==> src/design/trig_cmd_pkg.sv <==
// constants for the trigger, measurement and setup-save command block
// assumes a 50 MHz system clock and a 32-bit classic Wishbone master
package trig_cmd_pkg;
  localparam int CLK_HZ = 50_000_000;
  localparam int CYC_PER_US = CLK_HZ / 1_000_000;
  // sample windows in microseconds
  localparam int WIN50_US = 20000;
  localparam int WIN60_US = 16600;
  localparam int WIN125_US = 10000;
  localparam int WIN50_CYC = WIN50_US * CYC_PER_US;
  localparam int WIN60_CYC = WIN60_US * CYC_PER_US;
  localparam int WIN125_CYC = WIN125_US * CYC_PER_US;
  // accepted measurement rates in hertz
  localparam logic [7:0] RATE_50 = 8'h32;
  localparam logic [7:0] RATE_60 = 8'h3C;
  localparam logic [7:0] RATE_125 = 8'h7D;
  // register byte offsets
  localparam logic [7:0] A_CMD = 8'h00;
  localparam logic [7:0] A_CTRL = 8'h04;
  localparam logic [7:0] A_COND = 8'h08;
  localparam logic [7:0] A_ENAB = 8'h0C;
  localparam logic [7:0] A_EVENT = 8'h10;
  localparam logic [7:0] A_VTRIG = 8'h14;
  localparam logic [7:0] A_ITRIG = 8'h18;
  localparam logic [7:0] A_OUT_V = 8'h1C;
  localparam logic [7:0] A_OUT_I = 8'h20;
  localparam logic [7:0] A_RATE_SEL = 8'h24;
  localparam logic [7:0] A_MEAS_V = 8'h28;
  localparam logic [7:0] A_MEAS_I = 8'h2C;
  localparam logic [7:0] A_LIST_CNT = 8'h30;
  localparam logic [7:0] A_SAMP_CNT = 8'h34;
  localparam logic [7:0] A_SAMP_SEL = 8'h38;
  localparam logic [7:0] A_SAMP_DATA = 8'h3C;
  localparam logic [7:0] A_ERR = 8'h40;
  // command codes, low nibble of the command register
  localparam logic [3:0] CMD_INIT = 4'h1;
  localparam logic [3:0] CMD_ABORT = 4'h2;
  localparam logic [3:0] CMD_BUS_TRG = 4'h3;
  localparam logic [3:0] CMD_RESET = 4'h4;
  localparam logic [3:0] CMD_SAVE_SETUP = 4'h5;
  // setup groups for the save command
  localparam logic [1:0] GRP_INTF = 2'h0;
  localparam logic [1:0] SERIAL_GROUP = 2'h1;
  localparam logic [1:0] LIMITS_GROUP = 2'h2;
  localparam logic [1:0] OUTPUT_GROUP = 2'h3;
  // field positions
  localparam int GRP_LSB = 4;
  localparam int CONT_BIT = 0;
  localparam int SRC_BIT = 1;
  localparam int WTG_BIT = 5;
  localparam int TYPE_BIT = 8;
  // reset values and codes
  localparam logic [15:0] LIST_CNT_ONE = 16'h0001;
  localparam logic [15:0] ERR_NONE = 16'h0000;
  localparam logic [15:0] ERR_COMMAND = 16'hFF9C;
endpackage

==> src/design/trig_cmd.sv <==
// trigger arming, trigger levels, waiting-for-trigger status, measurement
// sampling and setup-save requests, behind a classic Wishbone slave
// assumes list engine and converters on clk_sys; ext_trig is an async pin
//
// Our own choices: the Wishbone slave port and the address map.
`timescale 1ns/100ps
`default_nettype none
module trig_cmd #(
  parameter int LVL_W = 16,
  parameter int SAMP_N = 8,
  parameter int CNT_W = 20,
  parameter int WIN50_CYC = trig_cmd_pkg::WIN50_CYC,
  parameter int WIN60_CYC = trig_cmd_pkg::WIN60_CYC,
  parameter int WIN125_CYC = trig_cmd_pkg::WIN125_CYC
) (
  // clock, reset, enable
  input wire logic clk_sys,
  input wire logic rst,
  input wire logic ce,
  // wishbone slave
  input wire logic wb_cyc_i,
  input wire logic wb_stb_i,
  input wire logic wb_we_i,
  input wire logic [7:0] wb_adr_i,
  input wire logic [3:0] wb_sel_i,
  input wire logic [31:0] wb_dat_i,
  output logic [31:0] wb_dat_o,
  output logic wb_ack_o,
  // trigger pin
  input wire logic ext_trig,
  // converters
  input wire logic [LVL_W-1:0] sense_v,
  input wire logic [LVL_W-1:0] out_cur,
  // list engine
  input wire logic list_run,
  input wire logic list_curr,
  input wire logic samp_stb,
  input wire logic [LVL_W-1:0] samp_val,
  // output levels and status
  output logic [LVL_W-1:0] out_v,
  output logic [LVL_W-1:0] out_i,
  output logic wtg,
  // setup store
  output logic save_stb,
  output logic [1:0] save_group
);
  localparam int CW = $clog2(SAMP_N + 1);
  localparam int SW = $clog2(SAMP_N);

  if (LVL_W < 1 || LVL_W > 16 || SAMP_N < 2 || SAMP_N > 8 ||
      WIN50_CYC < 1 || WIN60_CYC < 1 || WIN125_CYC < 1 ||
      WIN50_CYC > 2**CNT_W || WIN60_CYC > 2**CNT_W ||
      WIN125_CYC > 2**CNT_W)
  begin : g_chk
    $error("trig_cmd: unsupported parameters");
  end

  function automatic logic [31:0] merge(input logic [31:0] old,
    input logic [31:0] wd, input logic [3:0] sel);
    logic [31:0] m;
    m = {{8{sel[3]}}, {8{sel[2]}}, {8{sel[1]}}, {8{sel[0]}}};
    return (old & ~m) | (wd & m);
  endfunction

  // bus access
  logic ack_r;
  logic acc;
  logic wr;
  logic rd;
  logic [31:0] dat_r;
  logic [31:0] rd_mux;
  assign acc = wb_cyc_i & wb_stb_i & ~ack_r;
  assign wr = acc & wb_we_i;
  assign rd = acc & ~wb_we_i;
  assign wb_ack_o = ack_r;
  assign wb_dat_o = dat_r;

  always_ff @(posedge clk_sys)
  begin
    if (rst)
      ack_r <= 1'b0;
    else if (ce)
      ack_r <= acc;
  end

  always_ff @(posedge clk_sys)
  begin
    if (rst)
      dat_r <= 32'h00000000;
    else if (ce && rd)
      dat_r <= rd_mux;
  end

  // command decode; only the low byte lane carries a command
  logic cmd_wr;
  logic cmd_init;
  logic cmd_abort;
  logic cmd_bus_trg;
  logic cmd_rst;
  logic cmd_save;
  assign cmd_wr = wr && wb_adr_i == trig_cmd_pkg::A_CMD && wb_sel_i[0];
  assign cmd_init = cmd_wr && wb_dat_i[3:0] == trig_cmd_pkg::CMD_INIT;
  assign cmd_abort = cmd_wr && wb_dat_i[3:0] == trig_cmd_pkg::CMD_ABORT;
  assign cmd_bus_trg = cmd_wr && wb_dat_i[3:0] == trig_cmd_pkg::CMD_BUS_TRG;
  assign cmd_rst = cmd_wr && wb_dat_i[3:0] == trig_cmd_pkg::CMD_RESET;
  assign cmd_save = cmd_wr && wb_dat_i[3:0] == trig_cmd_pkg::CMD_SAVE_SETUP;

  // external trigger pin, synchronised then edge detected
  logic ext_s1_r;
  logic ext_s2_r;
  logic ext_s3_r;
  logic ext_edge;
  always_ff @(posedge clk_sys)
  begin
    if (rst)
    begin
      ext_s1_r <= 1'b0;
      ext_s2_r <= 1'b0;
      ext_s3_r <= 1'b0;
    end
    else if (ce)
    begin
      ext_s1_r <= ext_trig;
      ext_s2_r <= ext_s1_r;
      ext_s3_r <= ext_s2_r;
    end
  end
  assign ext_edge = ext_s2_r & ~ext_s3_r;

  // control: continuous mode and trigger source
  logic cont_r;
  logic src_ext_r;
  logic [31:0] ctrl_m;
  assign ctrl_m = merge({30'h0, src_ext_r, cont_r}, wb_dat_i, wb_sel_i);
  always_ff @(posedge clk_sys)
  begin
    if (rst)
    begin
      cont_r <= 1'b0;
      src_ext_r <= 1'b0;
    end
    else if (ce)
    begin
      if (cmd_rst)
        cont_r <= 1'b0;
      else if (wr && wb_adr_i == trig_cmd_pkg::A_CTRL)
        cont_r <= ctrl_m[trig_cmd_pkg::CONT_BIT];
      if (wr && wb_adr_i == trig_cmd_pkg::A_CTRL)
        src_ext_r <= ctrl_m[trig_cmd_pkg::SRC_BIT];
    end
  end

  // arming; a bus trigger with the external source selected is dropped
  logic armed_r;
  logic armed_nxt;
  logic trig_acc;
  assign trig_acc = armed_r && ((cmd_bus_trg && !src_ext_r) ||
                    (ext_edge && src_ext_r));
  always_comb
  begin
    armed_nxt = armed_r;
    if (cmd_rst)
      armed_nxt = 1'b0;
    else if (cont_r)
      armed_nxt = 1'b1;
    else if (cmd_init)
      armed_nxt = 1'b1;
    else if (cmd_abort)
      armed_nxt = 1'b0;
    else if (trig_acc)
      armed_nxt = 1'b0;
  end
  always_ff @(posedge clk_sys)
  begin
    if (rst)
      armed_r <= 1'b0;
    else if (ce)
      armed_r <= armed_nxt;
  end

  // waiting-for-trigger status
  logic wtg_r;
  logic wtg_nxt;
  always_comb
  begin
    wtg_nxt = armed_nxt;
    if (cmd_rst)
      wtg_nxt = 1'b0;
    else if (cont_r && !src_ext_r)
      wtg_nxt = 1'b1;
    // single mode already follows armed_nxt, so init can win over an edge
    else if (cont_r && trig_acc)
      wtg_nxt = 1'b0;
  end
  always_ff @(posedge clk_sys)
  begin
    if (rst)
      wtg_r <= 1'b0;
    else if (ce)
      wtg_r <= wtg_nxt;
  end
  assign wtg = wtg_r;

  // operation enable and event; a new event beats the read-clear
  logic [15:0] enab_r;
  logic [15:0] event_r;
  logic [31:0] enab_m;
  logic ev_set;
  assign enab_m = merge({16'h0, enab_r}, wb_dat_i, wb_sel_i);
  assign ev_set = enab_r[trig_cmd_pkg::WTG_BIT] && (wtg_nxt != wtg_r);
  always_ff @(posedge clk_sys)
  begin
    if (rst)
      enab_r <= 16'h0000;
    else if (ce && wr && wb_adr_i == trig_cmd_pkg::A_ENAB)
      enab_r <= enab_m[15:0];
  end
  always_ff @(posedge clk_sys)
  begin
    if (rst)
      event_r <= 16'h0000;
    else if (ce)
    begin
      if (rd && wb_adr_i == trig_cmd_pkg::A_EVENT)
        event_r <= 16'h0000;
      if (ev_set)
        event_r[trig_cmd_pkg::WTG_BIT] <= 1'b1;
    end
  end

  // trigger levels and applied output levels
  logic [LVL_W-1:0] vtrig_r;
  logic [LVL_W-1:0] itrig_r;
  logic [LVL_W-1:0] out_v_r;
  logic [LVL_W-1:0] out_i_r;
  logic [31:0] vtrig_m;
  logic [31:0] itrig_m;
  logic [31:0] outv_m;
  logic [31:0] outi_m;
  assign vtrig_m = merge(32'(vtrig_r), wb_dat_i, wb_sel_i);
  assign itrig_m = merge(32'(itrig_r), wb_dat_i, wb_sel_i);
  assign outv_m = merge(32'(out_v_r), wb_dat_i, wb_sel_i);
  assign outi_m = merge(32'(out_i_r), wb_dat_i, wb_sel_i);
  always_ff @(posedge clk_sys)
  begin
    if (rst)
    begin
      vtrig_r <= '0;
      itrig_r <= '0;
    end
    else if (ce && wr)
    begin
      if (wb_adr_i == trig_cmd_pkg::A_VTRIG)
        vtrig_r <= vtrig_m[LVL_W-1:0];
      if (wb_adr_i == trig_cmd_pkg::A_ITRIG)
        itrig_r <= itrig_m[LVL_W-1:0];
    end
  end
  // a trigger in the same cycle as a direct write wins
  always_ff @(posedge clk_sys)
  begin
    if (rst)
    begin
      out_v_r <= '0;
      out_i_r <= '0;
    end
    else if (ce)
    begin
      if (trig_acc)
      begin
        out_v_r <= vtrig_r;
        out_i_r <= itrig_r;
      end
      else if (wr && wb_adr_i == trig_cmd_pkg::A_OUT_V)
        out_v_r <= outv_m[LVL_W-1:0];
      else if (wr && wb_adr_i == trig_cmd_pkg::A_OUT_I)
        out_i_r <= outi_m[LVL_W-1:0];
    end
  end
  assign out_v = out_v_r;
  assign out_i = out_i_r;

  // measurement rate and window; a new rate applies at the next reload
  logic [7:0] rate_r;
  logic [CNT_W-1:0] win_cnt_r;
  logic [CNT_W-1:0] win_len;
  logic [LVL_W-1:0] meas_v_r;
  logic [LVL_W-1:0] meas_i_r;
  logic rate_ok;
  assign rate_ok = wb_dat_i[7:0] == trig_cmd_pkg::RATE_50 ||
                   wb_dat_i[7:0] == trig_cmd_pkg::RATE_60 ||
                   wb_dat_i[7:0] == trig_cmd_pkg::RATE_125;
  always_ff @(posedge clk_sys)
  begin
    if (rst)
      rate_r <= trig_cmd_pkg::RATE_60;
    else if (ce && wr && wb_adr_i == trig_cmd_pkg::A_RATE_SEL &&
             wb_sel_i[0] && rate_ok)
      rate_r <= wb_dat_i[7:0];
  end
  always_comb
  begin
    case (rate_r)
      trig_cmd_pkg::RATE_50: win_len = CNT_W'(WIN50_CYC - 1);
      trig_cmd_pkg::RATE_125: win_len = CNT_W'(WIN125_CYC - 1);
      default: win_len = CNT_W'(WIN60_CYC - 1);
    endcase
  end
  always_ff @(posedge clk_sys)
  begin
    if (rst)
    begin
      win_cnt_r <= '0;
      meas_v_r <= '0;
      meas_i_r <= '0;
    end
    else if (ce)
    begin
      if (win_cnt_r == '0)
      begin
        win_cnt_r <= win_len;
        meas_v_r <= sense_v;
        meas_i_r <= out_cur;
      end
      else
        win_cnt_r <= win_cnt_r - 1'b1;
    end
  end

  // captured samples of the running list, held in flip-flops
  logic [LVL_W-1:0] samp_mem [SAMP_N];
  logic [CW-1:0] scount_r;
  logic stype_r;
  logic run_d_r;
  logic [15:0] lcount_r;
  logic [SW-1:0] ssel_r;
  logic [31:0] lcnt_m;
  assign lcnt_m = merge({16'h0, lcount_r}, wb_dat_i, wb_sel_i);
  always_ff @(posedge clk_sys)
  begin
    if (rst)
      run_d_r <= 1'b0;
    else if (ce)
      run_d_r <= list_run;
  end
  always_ff @(posedge clk_sys)
  begin
    if (rst)
    begin
      scount_r <= '0;
      stype_r <= 1'b0;
      for (int k = 0; k < SAMP_N; k++)
        samp_mem[k] <= '0;
    end
    else if (ce)
    begin
      if (list_run && !run_d_r)
      begin
        scount_r <= '0;
        stype_r <= list_curr;
      end
      else if (list_run && samp_stb && scount_r < CW'(SAMP_N))
      begin
        samp_mem[scount_r[SW-1:0]] <= samp_val;
        scount_r <= scount_r + 1'b1;
      end
    end
  end
  always_ff @(posedge clk_sys)
  begin
    if (rst)
    begin
      lcount_r <= trig_cmd_pkg::LIST_CNT_ONE;
      ssel_r <= '0;
    end
    else if (ce && wr)
    begin
      if (wb_adr_i == trig_cmd_pkg::A_LIST_CNT)
        lcount_r <= lcnt_m[15:0];
      if (wb_adr_i == trig_cmd_pkg::A_SAMP_SEL && wb_sel_i[0])
        ssel_r <= wb_dat_i[SW-1:0];
    end
  end

  // error code; a fresh error beats the read-clear
  logic [15:0] err_r;
  logic samp_rd;
  logic samp_bad;
  assign samp_rd = rd && wb_adr_i == trig_cmd_pkg::A_SAMP_DATA;
  assign samp_bad = samp_rd && lcount_r != trig_cmd_pkg::LIST_CNT_ONE;
  always_ff @(posedge clk_sys)
  begin
    if (rst)
      err_r <= trig_cmd_pkg::ERR_NONE;
    else if (ce)
    begin
      if (samp_bad)
        err_r <= trig_cmd_pkg::ERR_COMMAND;
      else if (rd && wb_adr_i == trig_cmd_pkg::A_ERR)
        err_r <= trig_cmd_pkg::ERR_NONE;
    end
  end

  // setup save request to the nonvolatile store
  logic save_stb_r;
  logic [1:0] save_group_r;
  always_ff @(posedge clk_sys)
  begin
    if (rst)
    begin
      save_stb_r <= 1'b0;
      save_group_r <= trig_cmd_pkg::GRP_INTF;
    end
    else if (ce)
    begin
      save_stb_r <= cmd_save;
      if (cmd_save)
        save_group_r <= wb_dat_i[trig_cmd_pkg::GRP_LSB +: 2];
    end
  end
  // the store picks the group's variables from the group code:
  // interface = bus address and system setup
  // serial = state, baud, pacing, echo
  // limits = limits and maximum protection values
  // output = on/off state and operating mode
  assign save_stb = save_stb_r;
  assign save_group = save_group_r;

  // read mux; unmapped addresses read zero
  always_comb
  begin
    rd_mux = 32'h00000000;
    case (wb_adr_i)
      trig_cmd_pkg::A_CTRL: rd_mux = {30'h0, src_ext_r, cont_r};
      trig_cmd_pkg::A_COND: rd_mux[trig_cmd_pkg::WTG_BIT] = wtg_r;
      trig_cmd_pkg::A_ENAB: rd_mux = {16'h0, enab_r};
      trig_cmd_pkg::A_EVENT: rd_mux = {16'h0, event_r};
      trig_cmd_pkg::A_VTRIG: rd_mux = 32'(vtrig_r);
      trig_cmd_pkg::A_ITRIG: rd_mux = 32'(itrig_r);
      trig_cmd_pkg::A_OUT_V: rd_mux = 32'(out_v_r);
      trig_cmd_pkg::A_OUT_I: rd_mux = 32'(out_i_r);
      trig_cmd_pkg::A_RATE_SEL: rd_mux = {24'h0, rate_r};
      trig_cmd_pkg::A_MEAS_V: rd_mux = 32'(meas_v_r);
      trig_cmd_pkg::A_MEAS_I: rd_mux = 32'(meas_i_r);
      trig_cmd_pkg::A_LIST_CNT: rd_mux = {16'h0, lcount_r};
      trig_cmd_pkg::A_SAMP_CNT:
      begin
        rd_mux = 32'(scount_r);
        rd_mux[trig_cmd_pkg::TYPE_BIT] = stype_r;
      end
      trig_cmd_pkg::A_SAMP_SEL: rd_mux = 32'(ssel_r);
      trig_cmd_pkg::A_SAMP_DATA:
        if (!samp_bad && CW'(ssel_r) < scount_r)
          rd_mux = 32'(samp_mem[ssel_r]);
      trig_cmd_pkg::A_ERR: rd_mux = {16'h0, err_r};
      default: rd_mux = 32'h00000000;
    endcase
  end
endmodule
`default_nettype wire

==> config.mk <==
export PLATFORM = sky130hd
export DESIGN_NAME = trig_cmd
export DESIGN_NICKNAME = d
export VERILOG_FILES = /design/src/design/trig_cmd_pkg.sv /design/src/design/trig_cmd.sv
export SDC_FILE = /design/constraint.sdc
export NUM_CORES = 1
export LEC_CHECK = 0
export ABC_AREA = 1
export BUFFER_PORTS_ARGS = -buffer_cell sky130_fd_sc_hd__buf_4
export CAP_MARGIN = 20
export CORE_MARGIN = 1.5
export CORE_UTILIZATION = 50
export DETAILED_ROUTE_END_ITERATION = 10
export PLACE_DENSITY = 0.73
export SYNTH_ARGS = -nofsm -noshare
export SYNTH_HDL_FRONTEND = slang
export SYNTH_SLANG_ARGS = --single-unit
==> constraint.sdc <==
create_clock -name clk_sys -period 3.1 [get_ports clk_sys]
set_clock_uncertainty 0.2 [all_clocks]
set_input_delay 0.31 -clock clk_sys [delete_from_list [all_inputs] [get_ports clk_sys]]
set_output_delay 0.31 -clock clk_sys [all_outputs]
set_load 0.005 [all_outputs]
After elaboration in Yosys (flattened, before gate mapping):

Memory sizes are Yosys's and may differ from the RTL's. A register that Yosys moved wholly into a read port is not among the register bits.
Index checks and enable logic that the tools add are counted.

* input port bits: 102
* word-level logic and storage cells: 184
* output and inout bits: 69
* flip-flop bits (word level): 225
* memories kept: 1
* memory bits (writable): 128

Memory list
* samp_mem: words 8, width 16, read ports 1, clocked after Yosys merged registers in 1, write ports 8, line trig_cmd.sv:331 `logic [LVL_W-1:0] samp_mem [SAMP_N];`

* muxes and demuxes: 39
* bitwise operators: 24
* reduce and logical (&&, ||, !) cells: 60
* equal/unequal tests: 29
* $lt $le $gt $ge: 2
* add/sub/neg operators: 2

Operators with widths (count)
* one-hot mux 26 bit (12 select lines): 1
* 2-to-1 mux 16 bit: 9
* AND 16 bit: 7
* OR 16 bit: 6
* == test 8 x 6 -> 1 bit (second input constant): 11
* one-hot mux 5 bit (14 select lines): 1
* one-hot mux 20 bit (2 select lines): 1
* == test 8 x 5 -> 1 bit (second input constant): 4
* logical AND 1 bit: 31
* AND reduction 2 bit: 13
* == test 8 x 7 -> 1 bit (second input constant): 3
* logical NOT 20 bit: 1
* 2-to-1 mux 20 bit: 1
* subtractor 20 x 1 -> 20 bit (second input constant): 1
* 2-to-1 mux 1 bit: 19
* == test 8 x 4 -> 1 bit (second input constant): 2
* != test 16 x 1 -> 1 bit (second input constant): 1
* inverter 16 bit: 1
* OR reduction 16 bit: 1
* one-hot mux 1 bit (13 select lines): 1
* nonzero test 2 bit: 6
* 2-to-1 mux 3 bit: 3
* == test 4 x 2 -> 1 bit (second input constant): 2
* == test 4 x 3 -> 1 bit (second input constant): 2
* 17 further kinds: 28

Logic depth before layout (Yosys ltp):

* depth after elaboration: 21
* gate-level depth with buffers: 15
* depth with buffers taken out: 14

Worst setup path before layout:

Ideal clock, no wire load.

* path kind: reg2reg
* start: reg scount_r[3]
* end: mem samp_mem[0][0], enable pin
* required time: 2.528 ns
* buffers on the path: 1
* setup slack: 0.776 ns
* setup time: 0.372 ns
* arrival: 1.752 ns
* stages on the path, launching flop included: 9
* cell sequence: dfxtp_1 > inv_1 > nand4_1 > nor2_1 > inv_1 > nor3_4 > nand2_1 > clkbuf_1 > nand2_1

RTL lines
* start, declared: line trig_cmd.sv:332 `logic [CW-1:0] scount_r;`
* start signal, assigned: line trig_cmd.sv:365 `scount_r <= scount_r + 1'b1;`
* end, declared: line trig_cmd.sv:331

==> results.txt <==
- The first TritonRoute pass finished after 5 iterations.
- Width of the die: 177 um
- In this run the tightest slew margin relative to its limit is 26.9%.
- Ant diodes: 0
* Count of pins over their slew limit: 0
* Static leakage: 7.25 nW
- Leading area contributor after synthesis: dfxtp_1
- For this run, the leading register cell type out of synthesis is dfxtp_1.
- Max Used Layer: met4
* Flop and latch count out of synthesis: 325
- VDD IR max: 0.453 mV
* Max Root-Sink Buffers: 3
- TritonCTS built the clock tree.
- In this run the most critical hold path is launched from samp_val[9].
- The largest individual stage delay along the critical path comes from the cell o21ai_1.
- TritonCTS created 36 clock buffers.
* Clock transition at path regs: 0.06 ns
* Cell types with the largest area share after synthesis: dfxtp_1 (26%), edfxtp_1 (25%), nor2_1 (8.4%), o21ai_0 (7.4%), nand2_1 (4.9%)
- Post-synthesis async set-or-reset flop share: 0%
- Io pins: 171
- The worst setup path is launched from an input pin.
- Worst endpoint data arrival time: 3.01 ns
- In the detailed route, the total length drawn on met3 is 4090 um.
* Proportion of total power due to net switching: 23.5%
- Counting flops with a built-in enable in the synthesized netlist gives 128.
- The flow ran to the end, and the final reports show no timing, DRC or antenna violations.
- Drt drc: 0
- During placement, the flow inserted port buffers numbering 136.
- Final Setup Violations: 0
- Routed length on met2: 21,500 um
- Portion of total power attributed to the clock network: 44.4%
- In this run the power density over the cells is 536 mW/mm^2.
- The floorplan step defined a core boundary enclosing 0.0296 sq mm.
- Required time reported for the critical path endpoint: 3.34 ns
* Final-layout worst hold slack: 0.0144 ns
* Share of total power in sequential cells: 47.3%
- Wirelength per Cell: 19.1 um
- For this run, the top clock speed supported by timing is 361 MHz.
- Clock H-tree levels: 2
- Total grt overflow: 0
* Synthesis-to-finish area growth: 20.8%
- Yosys synthesis warning count: 0
- The die covers 0.0312 sq mm.
- Summed over its instances, the top area cell type makes up 26.1% of the synthesized netlist area.
* Setup TNS: 0 ns
- Cell internal power was estimated by the tool at 7.47 mW.
- The smallest clock period supported by the final layout is computed as 2.77 ns.
- Traced cell by cell, the critical path runs through dlygate4sd3_1, buf_4, inv_2, nand3_1, nor2_1, nand3_1, nand2_2, nand2_4, inv_2, o21ai_1, o21ai_0, a21oi_1.
- Counting every sink on the clock net gives 325.
* Starting utilization of the core area: 50.9%
- The tool flagged a number of max-cap violations equal to 0.
- Once detailed placement completed, the half-perimeter wirelength came to 31,600 um.
- The largest single stage delay on the critical path is 0.85 ns.
- Pin slew with the least headroom to its limit: 1.09 ns
- Buffers added to address setup during post-CTS repair amount to 0.
- Initial antenna violation count: 0
- Summing every instance area after synthesis gives 0.0151 sq mm.
* Fraction of final layout cells with drive strength greater than 1: 13.9%
- In this run the core area contains 63 standard-cell rows.
- The worst register-to-register path has a setup slack of 0.55 ns.
- Depth of the most critical reg-to-reg path: 10
- After detailed routing, the wire length on met1 is 18,900 um.
* Critical path origin: wb_dat_i[3]
- Fillers: 2,570
- The number of endpoints with negative hold slack in the final report is 0.
* Origin of the critical flop-to-flop path: wb_ack_o$_SDFFE_PP0P_
* Number of antenna-violating nets in the routed design: 0
* Worst Hold Class: input pin to register
- Routed WL: 46,900 um
- In this run the worst path has a maximum fanout of 16.
- Cell variety after synth: 51
* Final period utilization: 89.3%
- Counting every instance in the synthesized netlist gives 1,860.
- Clock network latency to the later pin of the worst-skew pair: 0.52 ns
- Unrepaired setup endpoints after global routing: no
* Setup crit end kind: register
* Total net switching power: 2.30 mW
- Clock root cell: clkbuf_16
- Each instance of the synthesized netlist takes up on average 8.11 sq um.
* RePlAce Congestion: 0.949
* Worst path top cell family by delay: compound AO/OA/AOI/OAI gates
- The first global-routing pass estimated 71,900 um of wire.
- For this run, the register share of the synthesized area comes to 51.6%.
* Number of global-route vias before repair: 13,600
* Chip Height: 177 um
- For this block, the initial DRC count from the detailed router was 1,578.
* Combinational share of power: 8.3%
* Global-route usage over all layers: 29.8%
- Dividing the detail-routed via count by the number of cells gives 5.73.
- Maximum number of pins on one net before global-route repair: 133
- Crit path depth: 12
- Crit path buf inv count: 4
* Final #Nets: 2,148
* CP Class: input pin to register
- The final route contains 14,100 vias.
==> cell families after synthesis <==
group	synth area share [%]
other	0.0249
adder cells (fa/ha/maj)	0.415
flip-flops	51.6
multiplexers	0.0664
AO/OA/AOI/OAI	18.3
buffers and inverters	8.80
AND/OR/NAND/NOR	19.9
XOR/XNOR	0.929
==> per-layer routing <==
layer | track usage (%) | up-vias
li1 | - | 6631
met1 | 38.7 | 6638
met2 | 47.8 | 680
met3 | 5.61 | 141
met4 | 14.7 | 0
met5 | 0 | -
==> worst min path at each step <==
stage                              endpoint  slack, ns  cells after the start
6_report       samp_mem[6][9]$_SDFFCE_PN0P_       0.01                      3
5_1_grt        samp_mem[1][8]$_SDFFCE_PN0P_       0.04                      3
4_1_cts        samp_mem[5][9]$_SDFFCE_PN0P_      0.008                      3
3_5_place_dp     save_group[1]$_SDFFE_PP0P_       0.24                      2
3_3_place_gp                       register       0.23                      2
2_1_floorplan                      register       0.22                      2
==> what timing repair did <==
| action | in CTS | in global routing |
|---|---|---|
| hold endpoints to repair | 109 | 0 |
| hold buffers | 57 | 0 |
| resized for setup | 0 | 0 |
==> synthesized netlist by cell type, types with 17 or more instances <==
cell type  count
nor2_1       339
o21ai_0      224
nand2_1      198
dfxtp_1      197
inv_1        196
a21oi_1      138
edfxtp_1     128
nand3_1       82
clkbuf_1      65
o22ai_1       37
nor3_1        26
o221ai_1      26
buf_2         17
buf_4         17
==> layout by cell type (no fill, tap or decap), types with 16 or more instances in the layout <==
master         instances
nor2_1               339
o21ai_0              224
nand2_1              198
dfxtp_1              197
inv_1                195
buf_4                179
a21oi_1              138
edfxtp_1             128
nand3_1               82
dlygate4sd3_1         57
o22ai_1               37
clkbuf_16             37
nor3_1                26
o221ai_1              26
conb_1                16
==> worst register-to-register path, stage by stage (launching register included) <==
cell	delay [ns]
dfxtp_1	0.34
inv_1	0.06
nand4_1	0.12
nor2_2	0.08
nand3_1	0.08
nand2_2	0.08
nand2_4	0.20
inv_2	0.14
o21ai_1	0.85
o21ai_0	0.18
a21oi_1	0.14
==> power groups by stage <==
| stage | clock network, mW | logic [mW] | registers (mW) |
|---|---|---|---|
| floorplan | 0 | 0.487 | 4.70 |
| global placement | 0 | 0.712 | 4.71 |
| detailed placement | 0 | 0.727 | 4.71 |
| CTS | 4.35 | 0.792 | 4.62 |
| global route | 4.55 | 0.892 | 4.63 |
| finish | 4.34 | 0.807 | 4.62 |
==> layout make-up <==
type / count / area [sq um] / share of cell area, %
sequential: 325 / 7790 / 42.7
multi-input combinational: 1231 / 6030 / 33.1
tap: 390 / 488 / 2.68
timing repair buffer: 237 / 1930 / 10.6
inverter: 210 / 790 / 4.33
clock buffer: 44 / 992 / 5.44
clock inverter: 20 / 204 / 1.12
==> metrics by stage <==
stage                     utilization (%)  setup WS [ns]  area (sq um)  power, mW  std cells
after CTS                            61.5          0.449         18200       9.77       2457
final                                61.5          0.332         18200       9.77       2457
after global placement               55.5          0.484         16500       5.42       2336
after detailed placement             55.5          0.488         16500       5.44       2336
after floorplan                         -          0.776         15100       5.18       1875
after global routing                 61.5          0.201         18200       10.1       2457
No activity file was read; power rests on OpenSTA's default activity.
